### src/bclb_pkg.sv
/*
   Package for the device control register low byte: bit positions,
   reset value, filter count and the packed carriers of the block.
   Assumes a single 200 MHz logic clock.
*/
package bclb_pkg;
   // ****************************************
   // Bit positions
   // ****************************************
   localparam int unsigned BIT_OL_CHECK = 7;
   localparam int unsigned BIT_OL_THRESH = 6;
   localparam int unsigned BIT_PUMP_POLICY = 5;
   localparam int unsigned BIT_DITHER_DIS = 4;
   localparam int unsigned BIT_OV_SELECT = 3;
   localparam int unsigned BIT_PARITY = 0;
   localparam logic [7:0] CTRL_RESET = 8'h00;
   localparam logic [7:0] WRITE_MASK = 8'hF8;

   // ****************************************
   // Timing
   // ****************************************
   localparam int unsigned CLK_PERIOD_NS = 5;
   localparam int unsigned PUMP_FILTER_NS = 1000;
   localparam int unsigned PUMP_FILTER_CYC =
      (PUMP_FILTER_NS + CLK_PERIOD_NS - 1) / CLK_PERIOD_NS;
   localparam int unsigned FILT_W = 8;

   // ****************************************
   // Carriers
   // ****************************************
   typedef struct packed {
      logic wr;
      logic [7:0] wdata;
      logic rd;
      logic clr_pump_flag;
   } bclb_access_t;

   typedef struct packed {
      logic ol_check_active;
      logic ol_thresh_sel;
      logic dither_disable;
      logic ov_thresh_sel;
      logic outputs_allowed;
   } bclb_ctrl_t;
endpackage

### src/bclb_ctrl_low.sv
/*
   Device control register low byte with charge pump undervoltage
   flag policy and output gating.
   Assumes the serial frame decoder delivers one-cycle write, read and
   flag-clear strobes synchronous to ref_clk_i; pump comparator is
   already synchronous.
*/
// Behaviour
// RL1: Open-load check honoured only while output enable bit is clear.
// RL2: Bit 6 selects off-state comparator threshold, one option one sixth.
// RL3: Policy set: undervoltage flag follows current pump condition, read-only.
// RL4: Policy set: outputs return automatically when pump recovers.
// RL5: Policy clear: undervoltage flag latches until a clearing access.
// RL6: Policy clear: outputs stay off until latched flag is cleared.
// RL7: Latched mode: recovery filtered above threshold, then host clear re-enables.
// RL8: Bit 4 set disables pump dithering; clear keeps dithering.
// RL9: Bit 3 selects first or second overvoltage threshold pair.
// RL10: Output enable bit writable only per fail-safe pin and watchdog flag.
// RL11: Bits 2 and 1 read zero and ignore writes.
// RL12: Bit 0 is parity: computed on reads, checked on writes.
module bclb_ctrl_low #(
   parameter int unsigned FILTER_CYC = bclb_pkg::PUMP_FILTER_CYC
) (
   input wire logic ref_clk_i,
   input wire logic rst_b_i,
   input wire bclb_pkg::bclb_access_t access_i,
   input wire logic output_enable_bit_i,
   input wire logic failsafe_input_n_i,
   input wire logic watchdog_fault_flag_i,
   input wire logic pump_low_i,
   output logic [7:0] rdata_o,
   output logic parity_error_o,
   output logic pump_undervoltage_flag_o,
   output logic output_enable_writable_o,
   output bclb_pkg::bclb_ctrl_t ctrl_o
);
   import bclb_pkg::*;

   // ****************************************
   // State
   // ****************************************
   logic [7:0] ctrl;
   logic [7:0] next_ctrl;
   logic latched_flag;
   logic next_latched_flag;
   logic [FILT_W-1:0] filt_cnt;
   logic [FILT_W-1:0] next_filt_cnt;
   logic recovered;
   logic wr_ok;
   logic [7:0] next_rdata;
   logic next_parity_error;

   // Odd parity bit over the seven upper bits
   function automatic logic odd_parity(input logic [6:0] d);
      return ~(^d);
   endfunction

   assign recovered = (filt_cnt >= FILTER_CYC[FILT_W-1:0]);
   // Parity of write frame must match before anything is stored
   assign wr_ok = access_i.wr && (access_i.wdata[BIT_PARITY] ==
                  odd_parity(access_i.wdata[7:1])); // [RL12]

   always_comb
   begin
      next_ctrl = ctrl;
      next_latched_flag = latched_flag;
      next_filt_cnt = filt_cnt;
      next_parity_error = access_i.wr && !wr_ok; // [RL12]
      if (wr_ok)
      begin
         next_ctrl = access_i.wdata & WRITE_MASK; // [RL11]
      end
      // Filter restarts on every dip so short glitches never count
      if (pump_low_i)
      begin
         next_filt_cnt = '0;
      end
      else if (!recovered)
      begin
         next_filt_cnt = filt_cnt + 1'b1; // [RL7]
      end
      // Set beats clear when both land in one cycle
      if (pump_low_i)
      begin
         next_latched_flag = 1'b1; // [RL5]
      end
      else if (access_i.clr_pump_flag && recovered)
      begin
         next_latched_flag = 1'b0; // [RL7]
      end
      next_rdata = {ctrl[7:3], 2'b00, 1'b0}; // [RL11]
      next_rdata[BIT_PARITY] = odd_parity(next_rdata[7:1]); // [RL12]
   end

   always_ff @(posedge ref_clk_i or negedge rst_b_i)
   begin
      if (!rst_b_i)
      begin
         ctrl <= CTRL_RESET;
         latched_flag <= 1'b0;
         filt_cnt <= '0;
         // Reset image already carries valid parity for a cleared byte
         rdata_o <= {CTRL_RESET[7:1], ~^CTRL_RESET[7:1]};
         parity_error_o <= 1'b0;
      end
      else
      begin
         ctrl <= next_ctrl;
         latched_flag <= next_latched_flag;
         filt_cnt <= next_filt_cnt;
         rdata_o <= next_rdata;
         parity_error_o <= next_parity_error;
      end
   end

   // ****************************************
   // Outputs
   // ****************************************
   always_comb
   begin
      if (ctrl[BIT_PUMP_POLICY])
      begin
         pump_undervoltage_flag_o = pump_low_i; // [RL3]
         ctrl_o.outputs_allowed = recovered; // [RL4]
      end
      else
      begin
         pump_undervoltage_flag_o = latched_flag; // [RL5]
         ctrl_o.outputs_allowed = !latched_flag; // [RL6]
      end
      ctrl_o.ol_check_active = ctrl[BIT_OL_CHECK] && !output_enable_bit_i; // [RL1]
      ctrl_o.ol_thresh_sel = ctrl[BIT_OL_THRESH]; // [RL2]
      ctrl_o.dither_disable = ctrl[BIT_DITHER_DIS]; // [RL8]
      ctrl_o.ov_thresh_sel = ctrl[BIT_OV_SELECT]; // [RL9]
      // Fail-safe released and no watchdog fault
      output_enable_writable_o = failsafe_input_n_i && !watchdog_fault_flag_i; // [RL10]
   end

   // ****************************************
   // Assertion helpers
   // ****************************************
   // Own count of clean pump cycles, saturating so it never wraps
   logic [FILT_W-1:0] ok_run;
   logic [FILT_W-1:0] next_ok_run;

   always_comb
   begin
      next_ok_run = ok_run;
      if (pump_low_i)
      begin
         next_ok_run = '0;
      end
      else if (ok_run != {FILT_W{1'b1}})
      begin
         next_ok_run = ok_run + 1'b1;
      end
   end

   always_ff @(posedge ref_clk_i or negedge rst_b_i)
   begin
      if (!rst_b_i)
      begin
         ok_run <= '0;
      end
      else
      begin
         ok_run <= next_ok_run;
      end
   end
endmodule

### config.mk
export PLATFORM = sky130hd
export DESIGN_NAME = bclb_ctrl_low
export DESIGN_NICKNAME = d
export VERILOG_FILES = /design/src/bclb_pkg.sv /design/src/bclb_ctrl_low.sv
export SDC_FILE = /design/constraint.sdc
export NUM_CORES = 1
export LEC_CHECK = 0
export ABC_AREA = 1
export BUFFER_PORTS_ARGS = -buffer_cell sky130_fd_sc_hd__buf_2
export CAP_MARGIN = 10
export CORE_MARGIN = 5
export CORE_UTILIZATION = 54
export DETAILED_ROUTE_END_ITERATION = 8
export GPL_ROUTABILITY_DRIVEN = 0
export PLACE_DENSITY_LB_ADDON = 0.05
export SLEW_MARGIN = 0
export SYNTH_ARGS = -nofsm -noshare
export SYNTH_HDL_FRONTEND = slang
export SYNTH_SLANG_ARGS = --single-unit
### constraint.sdc
create_clock -name ref_clk_i -period 3.3 [get_ports ref_clk_i]
set_input_delay 0.165 -clock ref_clk_i [delete_from_list [all_inputs] [get_ports ref_clk_i]]
set_output_delay 0.165 -clock ref_clk_i [all_outputs]
set_load 0.05 [all_outputs]
==> run summary <==
RUN STATUS
--------------------------------------------------------------------------------
Result of the run ................................................. finished clean

TIMING
--------------------------------------------------------------------------------
Post-layout min period ............................................      1.59 ns
Sum Neg Setup Slack ...............................................         0 ns
Number of pins exceeding their max-slew limit in the final report .            0
RSZ-0062 raised after global routing ..............................        false
Achievable frequency ..............................................      630 MHz
Tcrit/Tclk final ..................................................        48.1%
Worst-case setup margin in the final layout .......................      1.71 ns
Final number of hold-violating endpoints ..........................            0
Worst clock skew ..................................................    0.0150 ns
Final count of negative-setup-slack endpoints .....................            0

ROUTING
--------------------------------------------------------------------------------
DR vias/cell ......................................................         4.80
Final wirelength .................................................. 2030 microns
Average wire per standard cell .................................... 10.1 microns
Number of DRC violations after detailed routing ...................            0
Iter 0 DRT Violations .............................................           14
Vias post-DR ......................................................          965
Number of iterations in the first detailed-routing pass ...........            4
Remaining antenna violation count after routing ...................            0

CELLS AND AREA
--------------------------------------------------------------------------------
Antenna cells .....................................................            0
Number of non-filler instances in the completed layout ............          201
Final standard cell area without fillers ..........................   1310 sq um
Post-layout net count .............................................          194
Area Overhead vs Synth ............................................        16.2%
Filler cells ......................................................          175
FF+latch area .....................................................    527 sq um
Multi-input gate area in the final layout .........................    468 sq um
Fraction of layout cells with a size suffix above 1 ...............        25.9%

GLOBAL ROUTING
--------------------------------------------------------------------------------
Gr usage total ....................................................        14.5%
Pin count of the biggest net entering global routing ..............           22
Number of antenna violations at the first check in global routing .            0
Total congestion overflow .........................................            0
Via count of the first global-routing pass ........................          938
First-pass GRT wire length ........................................ 3710 microns

SYNTHESIS
--------------------------------------------------------------------------------
Largest cells by area after synthesis ............................. dfrtp_1, nand2_1, inv_1
Post-synthesis average cell area ..................................   7.85 sq um
Synth Cell Area ...................................................   1130 sq um
Share of synthesized area occupied by flip-flops and latches ......        46.6%
Count of synthesis-stage warnings from yosys ......................            0
Count of distinct cell types in the synthesized netlist ...........           24
Ys flop type ......................................................      dfrtp_1
Proportion of netlist area held by the largest area contributor ...        44.3%
Biggest area consumer among synthesized cells .....................      dfrtp_1
Number of instances in the synthesized netlist ....................          144
Async SR Flop Fraction ............................................         100%
Yosys reg bits ....................................................           21
EDFF count, synth .................................................            0

CLOCK NETWORK
--------------------------------------------------------------------------------
Clock tree from TritonCTS .........................................        built
Max clock buf depth ...............................................            2
Root Driver .......................................................     clkbuf_4
Latest clock arrival within the worst-skew pair ...................      0.30 ns
Depth of the CTS H-tree ...........................................            1
Clock-pin slew on the worst setup and hold paths ..................      0.13 ns
Total number of clock tree sinks ..................................           21
Number of clock buffers inserted by TritonCTS .....................            3

POWER
--------------------------------------------------------------------------------
Areal power density over the cells ................................  563 nW/um^2
Pleak .............................................................     0.785 nW
Total design power ................................................       739 uW
Max VDD drop ......................................................     0.324 mV

FLOORPLAN
--------------------------------------------------------------------------------
Floorplan die area ................................................   3110 sq um
Number of placement rows ..........................................           16
Die height ........................................................ 55.7 microns
Die width ......................................................... 55.7 microns
Core Area .........................................................   1980 sq um
Count of pins on the block boundary ...............................           33
Initial core utilization ..........................................        57.0%

CRITICAL PATH
--------------------------------------------------------------------------------
Critical path startpoint category .................................     register
Endpoint class of the critical path ...............................   output pin
Category of the critical setup timing path ........................   reg -> out
Delay of the slowest cell on the worst path .......................      0.42 ns
Minimum setup slack among reg-to-reg paths ........................      2.11 ns
CP max stage cell .................................................      dfrtp_1
Critical path data arrival time ...................................      1.42 ns
CP required .......................................................      3.13 ns
CP Max Fanout .....................................................            7
Critical Path, Cell by Cell ....................................... nand2_1 -> inv_1 -> nand2_2 -> a21oi_1 -> buf_2

PLACEMENT
--------------------------------------------------------------------------------
Worst setup timing slack at the placement stage ...................      2.08 ns
Count of buffers inserted at the top-level ports ..................           29
Detailed-placement wirelength estimate ............................ 1630 microns
Total instance count after detailed placement .....................          196
Area post-placement ...............................................   1270 sq um

MIN PATH
--------------------------------------------------------------------------------
Hold crit path type ...............................................    in -> reg

FLOW RUN
--------------------------------------------------------------------------------
Number of max-cap violations ......................................            0

per-layer routing:
layer	vias to the layer above	track usage, %	part of all wire [%]
met1	443	17.1	45
met4	0	6.25	1.2
met3	2	3.48	6.8
met5	-	0	0
met2	22	25.0	47
li1	498	-	-
through the flow:
step	hold WS [ns]	utilization, %
2_1_floorplan	-0.131	-
3_3_place_gp	0.135	64.3
3_5_place_dp	0.140	64.3
4_1_cts	0.0272	66.2
5_1_grt	0.0305	66.2
6_report	0.0292	66.2
worst paths after layout:
check	startpoint	end	cells after the start
min	access_i[0]	latched_flag$_DFFE_PN0P_	2
max reg2reg	filt_cnt[5]$_DFFE_PN0P_	filt_cnt[5]$_DFFE_PN0P_	7
max	filt_cnt[6]$_DFFE_PN0P_	ctrl_o[0]	5
max in group asynchronous	rst_b_i	rdata_o[0]$_DFF_PN1_	2
min reg2reg	ctrl[4]$_DFFE_PN0P_	rdata_o[4]$_DFF_PN0_	0
min in group asynchronous	rst_b_i	rdata_o[5]$_DFF_PN0_	2
cell families (layout without fill, tap and decap cells):
logic type                 after synthesis  in the layout  synth area share, %
and+or+nand+nor                         68             68                 27.5
buffers and inverters                   32             61                 12.3
DFF                                     21             21                 46.6
AOI/OAI and AO/OA                       15             15                 7.20
xor gates and xnor gates                 5              5                 3.88
adders and majority gates                2              2                 2.21
other                                    1              2                0.332
placed cells by master (no fill, tap or decap), types with 2 or more instances in the layout:
cell,count
nand2_1,41
buf_2,29
inv_1,23
dfrtp_1,20
nor2_1,9
a21oi_1,6
nand4_1,6
xor2_1,4
inv_2,4
nand2_2,4
nand3_1,4
o21ai_1,4
clkbuf_4,3
o21ai_0,2
ha_1,2
conb_1,2
Yosys cell counts, types with 4 or more instances:
library cell / number
a21oi_1: 6
nand2_1: 41
xor2_1: 4
nand3_1: 4
nand4_1: 6
inv_1: 23
dfrtp_1: 20
buf_4: 5
nand2_2: 4
inv_2: 4
nor2_1: 9
o21ai_1: 4
critical path, delay by kind of cell (launching register included):
kind                   cells  cell delay, ns
and+or+nand+nor            2            0.19
AOI/OAI and AO/OA          1            0.16
DFF                        1            0.42
buffers and inverters      2            0.35
power breakdown:
part / switching, mW / leakage [nW] / internal (mW)
sequential: 0.0246 / 0.265 / 0.301
combinational: 0.220 / 0.502 / 0.0711
clock: 0.0775 / 0.0177 / 0.0451
sequential cells by signal, summed over array words and instances, names as in the netlist:
| name | flops |
|---|---|
| parity_error_o | 1 |
| ctrl | 5 |
| rdata_o | 6 |
| filt_cnt | 8 |
| latched_flag | 1 |
final cells by class:
class                           count  share of cell area (%)
Clock buffer                        3                    1.72
Inverter                           27                    7.72
Tap cell                           27                    2.57
Clock inverter                      1                   0.381
Multi-Input combinational cell     92                    35.7
Sequential cell                    21                    40.1
Timing Repair Buffer               30                    11.8
repair_timing:
action                    in CTS  in global routing
hold endpoints to repair      20                  0
buffers inserted               0                  0
hold buffers                   1                  0
gates resized for setup        0                  0
Power figures use the tool's default switching activity.
